## src/verilog/e3_tx_framer_pkg.sv

```systemverilog
// constants, field layouts and carrier types for the e3 transmit framer
// assumes one byte-wide frame clock shared by all users of the package
package e3_tx_framer_pkg;

  // register map
  localparam logic [7:0] TX_ALARM_CONFIG_ADDR = 8'h30;
  localparam logic [7:0] TX_ALARM_CONFIG_RESET = 8'h00;
  localparam logic [7:0] TX_ALARM_CONFIG_RW_MASK = 8'h17;
  localparam int FAR_END_INDICATION_SELECT_BIT = 0;
  localparam int FORCE_ZERO_SIGNAL_ENABLE_BIT = 1;
  localparam int FORCE_ALL_ONES_ENABLE_BIT = 2;
  localparam int LINK_OCTETS_ROUTE_SELECT_BIT = 4;

  // frame geometry, byte positions counted from the first alignment byte
  localparam logic [9:0] FRAME_LAST_POS = 10'h218;
  localparam logic [9:0] FA1_POS = 10'h000;
  localparam logic [9:0] FA2_POS = 10'h001;
  localparam logic [9:0] EM_POS = 10'h03b;
  localparam logic [9:0] TR_POS = 10'h076;
  localparam logic [9:0] MA_POS = 10'h0b1;
  localparam logic [9:0] NR_POS = 10'h0ec;
  localparam logic [9:0] GC_POS = 10'h127;

  // fixed overhead values
  localparam logic [7:0] FRAMING_ALIGN_ONE_VALUE = 8'hf6;
  localparam logic [7:0] FRAMING_ALIGN_TWO_VALUE = 8'h28;
  localparam logic [7:0] OVERHEAD_IDLE_VALUE = 8'h00;
  localparam logic [7:0] ALL_ONES_VALUE = 8'hff;
  localparam logic [7:0] ALL_ZEROS_VALUE = 8'h00;
  localparam int FAR_END_FAIL_INDICATION_BIT_POS = 7;
  localparam int FAR_END_BLOCK_ERROR_BIT_BIT_POS = 6;

  // input buffer
  localparam logic [1:0] BUF_DEPTH = 2'h2;

  typedef enum {
    SLOT_PAYLOAD, SLOT_FA1, SLOT_FA2, SLOT_EM, SLOT_TR, SLOT_MA, SLOT_NR, SLOT_GC
  } slot_kind_t;

  // overhead values offered by external equipment, each with its own enable
  typedef struct packed {
    logic ma_valid;
    logic [7:0] ma;
    logic tr_valid;
    logic [7:0] tr;
    logic nr_valid;
    logic [7:0] nr;
    logic gc_valid;
    logic [7:0] gc;
  } overhead_in_t;

  // one outbound byte towards the line encoder
  typedef struct packed {
    logic [7:0] data;
    logic frame_start;
  } line_byte_t;

endpackage

```

## src/verilog/e3_tx_framer_overhead_alarm.sv

```systemverilog
// e3 transmit framer: payload, overhead and alarm multiplexing for one channel
// assumes payload, overhead and link octets come from logic on clk_sys;
// the red alarm level comes from the receive section and is synchronised here
`timescale 1ns/1ns

module e3_tx_framer_overhead_alarm
  import e3_tx_framer_pkg::*;
(
  input wire logic clk_sys,
  input wire logic nrst,
  input wire logic [7:0] reg_addr,
  input wire logic reg_wr,
  input wire logic reg_rd,
  input wire logic [7:0] reg_wdata,
  output logic [7:0] reg_rdata,
  input wire logic pay_valid,
  input wire logic [7:0] pay_data,
  output logic pay_ready,
  input wire overhead_in_t oh_in,
  input wire logic link_valid,
  input wire logic [7:0] link_octet,
  output logic link_ack,
  input wire logic rx_red_alarm,
  input wire logic far_end_fail_indication_auto_enable,
  input wire logic far_end_fail_indication_force_zero,
  input wire logic far_end_block_error_bit_value,
  output logic line_valid,
  output line_byte_t line_out,
  input wire logic line_ready
);

  ////////////////////////////////////////////////////////////////////////////////
  // state

  typedef struct packed {
    logic [7:0] cfg;
    logic [7:0] rdata;
    logic [9:0] pos;
    logic [7:0] buf0;
    logic [7:0] buf1;
    logic [1:0] buf_cnt;
    logic in_ready;
    logic out_valid;
    line_byte_t out_byte;
    logic [7:0] bip;
    logic [7:0] bip_acc;
    logic red_s1;
    logic red_s2;
    logic link_ack;
  } state_t;

  state_t s_reg;
  state_t s_next;

  ////////////////////////////////////////////////////////////////////////////////
  // helpers

  // kind of byte carried at a frame position
  function automatic slot_kind_t slot_kind(input logic [9:0] p);
    slot_kind_t k;
    k = SLOT_PAYLOAD;
    if (p == FA1_POS) begin
      k = SLOT_FA1;
    end else if (p == FA2_POS) begin
      k = SLOT_FA2;
    end else if (p == EM_POS) begin
      k = SLOT_EM;
    end else if (p == TR_POS) begin
      k = SLOT_TR;
    end else if (p == MA_POS) begin
      k = SLOT_MA;
    end else if (p == NR_POS) begin
      k = SLOT_NR;
    end else if (p == GC_POS) begin
      k = SLOT_GC;
    end
    return k;
  endfunction

  function automatic logic cfg_bit(input logic [7:0] c, input int b);
    return c[b];
  endfunction

  ////////////////////////////////////////////////////////////////////////////////
  // next state

  always_comb begin
    slot_kind_t kind;
    logic emit_room;
    logic can_emit;
    logic pop;
    logic push;
    logic [1:0] cnt;
    logic [7:0] b;
    logic far_end_fail_indication;
    logic link_to_nr;
    s_next = s_reg;
    kind = slot_kind(s_reg.pos);
    emit_room = 1'b0;
    can_emit = 1'b0;
    pop = 1'b0;
    push = 1'b0;
    cnt = s_reg.buf_cnt;
    b = OVERHEAD_IDLE_VALUE;
    far_end_fail_indication = 1'b0;
    link_to_nr = cfg_bit(s_reg.cfg, LINK_OCTETS_ROUTE_SELECT_BIT);

    s_next.link_ack = 1'b0;
    s_next.red_s1 = rx_red_alarm;
    s_next.red_s2 = s_reg.red_s1;

    // register port
    if (reg_wr && reg_addr == TX_ALARM_CONFIG_ADDR) begin
      s_next.cfg = reg_wdata & TX_ALARM_CONFIG_RW_MASK;
    end
    if (reg_rd) begin
      if (reg_addr == TX_ALARM_CONFIG_ADDR) begin
        s_next.rdata = s_reg.cfg;
      end else begin
        s_next.rdata = 8'h00;
      end
    end

    // output stage accepts a new byte when empty or being drained
    emit_room = !s_reg.out_valid || line_ready;
    can_emit = emit_room && (kind != SLOT_PAYLOAD || s_reg.buf_cnt != 2'h0);

    // byte selection
    case (kind)
      SLOT_PAYLOAD: begin
        b = s_reg.buf0;
      end
      SLOT_FA1: begin
        b = FRAMING_ALIGN_ONE_VALUE;
      end
      SLOT_FA2: begin
        b = FRAMING_ALIGN_TWO_VALUE;
      end
      SLOT_EM: begin
        b = s_reg.bip;
      end
      SLOT_TR: begin
        b = oh_in.tr_valid ? oh_in.tr : OVERHEAD_IDLE_VALUE;
      end
      SLOT_MA: begin
        b = oh_in.ma_valid ? oh_in.ma : OVERHEAD_IDLE_VALUE;
        far_end_fail_indication = cfg_bit(s_reg.cfg, FAR_END_INDICATION_SELECT_BIT) ||
               (far_end_fail_indication_auto_enable && s_reg.red_s2);
        if (far_end_fail_indication_force_zero) begin
          far_end_fail_indication = 1'b0;
        end
        b[FAR_END_FAIL_INDICATION_BIT_POS] = far_end_fail_indication;
        b[FAR_END_BLOCK_ERROR_BIT_BIT_POS] = !cfg_bit(s_reg.cfg, FAR_END_INDICATION_SELECT_BIT) &&
                          far_end_block_error_bit_value;
      end
      SLOT_NR: begin
        b = oh_in.nr_valid ? oh_in.nr : OVERHEAD_IDLE_VALUE;
        if (link_to_nr && link_valid && !s_reg.link_ack) begin
          b = link_octet;
        end
      end
      SLOT_GC: begin
        b = oh_in.gc_valid ? oh_in.gc : OVERHEAD_IDLE_VALUE;
        if (!link_to_nr && link_valid && !s_reg.link_ack) begin
          b = link_octet;
        end
      end
      default: begin
        b = OVERHEAD_IDLE_VALUE;
      end
    endcase

    // alarm overrides, zero signal first
    if (cfg_bit(s_reg.cfg, FORCE_ZERO_SIGNAL_ENABLE_BIT)) begin
      b = ALL_ZEROS_VALUE;
    end else if (cfg_bit(s_reg.cfg, FORCE_ALL_ONES_ENABLE_BIT)) begin
      b = ALL_ONES_VALUE;
    end

    // emit and advance
    if (emit_room) begin
      s_next.out_valid = can_emit;
    end
    if (can_emit) begin
      s_next.out_byte.data = b;
      s_next.out_byte.frame_start = (s_reg.pos == FA1_POS);
      pop = (kind == SLOT_PAYLOAD);
      if ((kind == SLOT_NR && link_to_nr) || (kind == SLOT_GC && !link_to_nr)) begin
        s_next.link_ack = link_valid && !s_reg.link_ack;
      end
      if (s_reg.pos == FRAME_LAST_POS) begin
        s_next.pos = FA1_POS;
        s_next.bip = s_reg.bip_acc ^ b;
        s_next.bip_acc = 8'h00;
      end else begin
        s_next.pos = s_reg.pos + 10'h001;
        s_next.bip_acc = s_reg.bip_acc ^ b;
      end
    end

    // payload input buffer
    push = pay_valid && s_reg.in_ready;
    if (pop) begin
      s_next.buf0 = s_reg.buf1;
      cnt = cnt - 2'h1;
    end
    if (push) begin
      if (cnt == 2'h0) begin
        s_next.buf0 = pay_data;
      end else begin
        s_next.buf1 = pay_data;
      end
      cnt = cnt + 2'h1;
    end
    s_next.buf_cnt = cnt;
    s_next.in_ready = (cnt < BUF_DEPTH);
  end

  ////////////////////////////////////////////////////////////////////////////////
  // registers

  always_ff @(posedge clk_sys or negedge nrst) begin
    if (!nrst) begin
      s_reg <= '0;
      s_reg.cfg <= TX_ALARM_CONFIG_RESET;
    end else begin
      s_reg <= s_next;
    end
  end

  ////////////////////////////////////////////////////////////////////////////////
  // outputs

  assign reg_rdata = s_reg.rdata;
  assign pay_ready = s_reg.in_ready;
  assign link_ack = s_reg.link_ack;
  assign line_valid = s_reg.out_valid;
  assign line_out = s_reg.out_byte;

endmodule // e3_tx_framer_overhead_alarm

```

## config.mk

```make
export PLATFORM = sky130hd
export DESIGN_NAME = e3_tx_framer_overhead_alarm
export DESIGN_NICKNAME = d
export VERILOG_FILES = /design/src/verilog/e3_tx_framer_pkg.sv /design/src/verilog/e3_tx_framer_overhead_alarm.sv
export SDC_FILE = /design/constraint.sdc
export NUM_CORES = 1
export LEC_CHECK = 0
export BUFFER_PORTS_ARGS = -buffer_cell sky130_fd_sc_hd__buf_2
export CAP_MARGIN = 10
export CORE_ASPECT_RATIO = 1.4
export CORE_MARGIN = 10
export CORE_UTILIZATION = 60
export CTS_BUF_LIST = sky130_fd_sc_hd__clkbuf_8
export CTS_CLUSTER_SIZE = 20
export DETAILED_ROUTE_END_ITERATION = 10
export PLACE_DENSITY_LB_ADDON = 0.25
export SLEW_MARGIN = 20
export SYNTH_ARGS = -nofsm -noshare
export SYNTH_HDL_FRONTEND = slang
export SYNTH_SLANG_ARGS = --single-unit
```

## constraint.sdc

```tcl
create_clock -name clk_sys -period 9.1 [get_ports clk_sys]
set_input_delay 1.365 -clock clk_sys [delete_from_list [all_inputs] [get_ports clk_sys]]
set_output_delay 1.365 -clock clk_sys [all_outputs]
set_load 0.05 [all_outputs]
```

==> impl_metrics.ini <==
[outcome]
outcome = complete, no violations

[sta]
timing.final.crit_share_pct = 40.1
max_slew_margin_pct = 35.3
grt_setup_unrepaired = false
fin_setup_tns_ns = 0
final_max_slew_viol_count = 0
fmax_ghz = 0.274
worst_slew_pin_slew_ns = 0.971
post-route-min-period_ns = 3.65
hold_violations = 0
timing.final.setup_violations = 0
timing.clock.skew_ns = 0.00838

[global_route]
gr-usage-all-layers_pct = 21.2
first_global_vias = 3583
global_route.overflow_total = 0
wire_length_of_the_first_global_routing_pass_um = 17200
grt_antenna_before_repair = 0
grt_max_degree = 67

[logic_synthesis]
async_flop_share_pct = 100
synth_area_leaders = dfrtp_1, nand2_1, o21ai_0
synth_cells = 438
synth.ff_latch_count = 66
number_of_flops_mapped_to_enable_cells_by_yosys = 0
netlist_area_um2 = 3960
postSynth.topFlopCell = dfrtp_1
area_share_of_the_largest_cell_type_after_synthesis_pct = 41.7
synth.yosys.warnings = 0
syn-mean-instance-area_um2 = 9.04
ys_types = 61
yosysTopAreaCell = dfrtp_1
ys_seq_area_share_pct = 41.7

[cts]
hold_buffers = 0
clkSlewWorstSetupHoldPaths_ns = 0.07
clock_sink_count = 66
htree_num_levels = 3
postCtsResizedCells = 0
cts.root.buffer_cell = clkbuf_8
clockBufferDepth = 2
tritoncts = done
worst_skew_pair_latency_ns = 0.35
postCtsSetupBuffers = 0
tritoncts.num_buffers = 9

[worst_setup_path]
setup.worst_path.start_class = flip-flop
worst-endpoint-arrival_ns = 3.87
setup.worst_path.end_class = flip-flop
req_time_crit_path_ns = 9.33
r2r_setup_slack_ns = 5.45
critical_path_peak_fanout = 11
critical_path_class = flip-flop to flip-flop

[floorplan]
dieArea_um2 = 10300
rows = 35
io_pins = 99
die-height_um = 116
start_util_pct = 60.7
dieWidth_um = 88.7
placeableCoreArea_um2 = 6530

[routing]
initialDrtViolationCount = 338
detail-route-antenna-nets = 0
avgViaCountPerCell = 5.91
routed_wl_um = 10200
vias = 3444
drt_pass1_iterations = 6
drcViolationCount = 0
avg_wl_per_cell_um = 17.4

[finish]
register_area_um2 = 1650
finalNetCount = 589
final_cells = 583
largest_register_ffs = 49
final.fill_count = 538
antenna_cells = 0
final_layout_size_suffix_gt1_share_pct = 26.7
area_delta_synth_final_pct = 13.8
area_of_the_multi_input_gates_um2 = 2020

[job]
drv.max_cap_violation_count = 0

[power]
p_total_w = 0.00130
cellLeakagePower_nw = 2.12
power_per_cell_area_nw_per_um2 = 288
vdd.ir_drop.worst_v = 0.000222

[placed_design]
place.detailed.hpwl_um = 7910
gp_congestion = 0.953
placement.io_buffers = 88
placedCellCount = 567

[hold_path]
hold_class = flip-flop to flip-flop
-- path summary, 6_finish.rpt --
| path | start | end | cells after the start |
|---|---|---|---|
| worst min-delay path | s_next[1]$_DFF_PN0_ | s_reg[1]$_DFF_PN0_ | 0 |
| max in group asynchronous | nrst | s_reg[51]$_DFFE_PN0N_ | 2 |
| worst max register to register | s_reg[48]$_DFFE_PN0N_ | s_reg[38]$_DFFE_PN0P_ | 12 |
| worst max-delay path | s_reg[48]$_DFFE_PN0N_ | s_reg[38]$_DFFE_PN0P_ | 12 |
| min in group asynchronous | nrst | reg_rdata[4]$_DFFE_PN0P_ | 2 |
| worst min register to register | s_next[1]$_DFF_PN0_ | s_reg[1]$_DFF_PN0_ | 0 |
-- cells in the final DEF, fill, tap and decap left out, types with 4 or more instances in the layout --
cell and count:
nor2b_1 4, nor3_1 7, xnor2_1 7, a211oi_1 6
nand4_1 4, dfrtp_1 66, a31oi_1 6, a22oi_1 6
and3_1 6, or3_1 4, mux2_2 14, conb_1 4
inv_1 18, and2_1 8, nand2_1 64, buf_2 88
nor2_1 12, ha_1 6, mux2i_1 14, nor4_1 5
a21oi_1 14, nand3_1 34, clkbuf_8 10, o21ai_0 37
xor2_1 5
-- per-layer routing --
layer / vias up / routed length [um] / GRT usage, %
met5: - / 0 / 0
li1: 1665 / - / -
met2: 123 / 5070 / 34.9
met3: 14 / 782 / 5.65
met1: 1642 / 4170 / 25.8
met4: 0 / 139 / 7.68
-- synthesized netlist by cell type (2+ instances only) --
library cell,n
nor3b_1,3
a211oi_1,6
a31o_2,3
or4_4,3
nor4bb_1,2
nand3_1,34
nor2b_1,4
ha_1,6
buf_6,2
a211o_1,3
and2_1,8
or2_2,3
buf_2,6
a31oi_1,6
or3_1,4
mux2_2,14
o21ai_0,37
o211ai_1,2
nand2_1,64
nor4b_1,2
clkbuf_1,10
dfrtp_1,66
nor4_1,5
nor3_1,7
nand4_1,4
o31ai_1,2
a21oi_1,14
a22o_1,2
nor3_2,2
a21boi_0,2
inv_1,17
xor2_1,5
buf_4,19
buf_1,2
mux2i_1,14
nand2b_1,3
nor2_1,12
xnor2_1,7
a22oi_1,6
and3_1,6
-- final cells by class --
cell class	instances	share of cell area [%]
Inverter	17	1.42
Clock inverter	6	1.81
Clock buffer	10	3.05
Multi-Input combinational cell	319	44.7
Tap cell	74	2.05
Sequential cell	66	36.7
Timing Repair Buffer	91	10.3
-- critical path: stages (launching register included) --
cell     delay, ns
dfrtp_1       0.43
inv_1         0.10
ha_1          0.25
and4b_1       0.22
nand4_1       0.32
and4_4        0.40
nand2_1       0.09
nor3_1        0.21
buf_4         0.25
mux2_2        0.38
ha_1          0.19
or2_2         0.39
mux2_2        0.30
-- cell families after synthesis --
group / count (synthesis) / share of synthesized area, %
adders and majority gates: 6 / 1.90
other: 1 / 0.0947
buffers and inverters: 56 / 7.68
and+or+nand+nor: 178 / 23.9
DFF: 66 / 41.7
xor gates and xnor gates: 12 / 2.65
AOI/OAI and AO/OA: 90 / 14.2
muxes: 29 / 7.80
-- power by group --
group          switching (W)  internal [W]  total, W
clock network       0.000114      0.000160  0.000273
registers          0.0000958      0.000396  0.000492
logic               0.000316      0.000215  0.000531
-- per-stage QoR --
stage | worst slack [ns] | util [%] | hold slack (ns) | cell area [um^2]
6_report | 5.45 | 69.1 | 0.360 | 4510
5_1_grt | 5.21 | 69.1 | 0.380 | 4510
4_1_cts | 5.43 | 69.1 | 0.367 | 4510
3_5_place_dp | 5.47 | 65.7 | 0.351 | 4290
3_3_place_gp | 5.54 | 65.7 | 0.334 | 4290
2_1_floorplan | 5.58 | - | 0.331 | 3970
No activity file was read; power rests on OpenSTA's default activity.
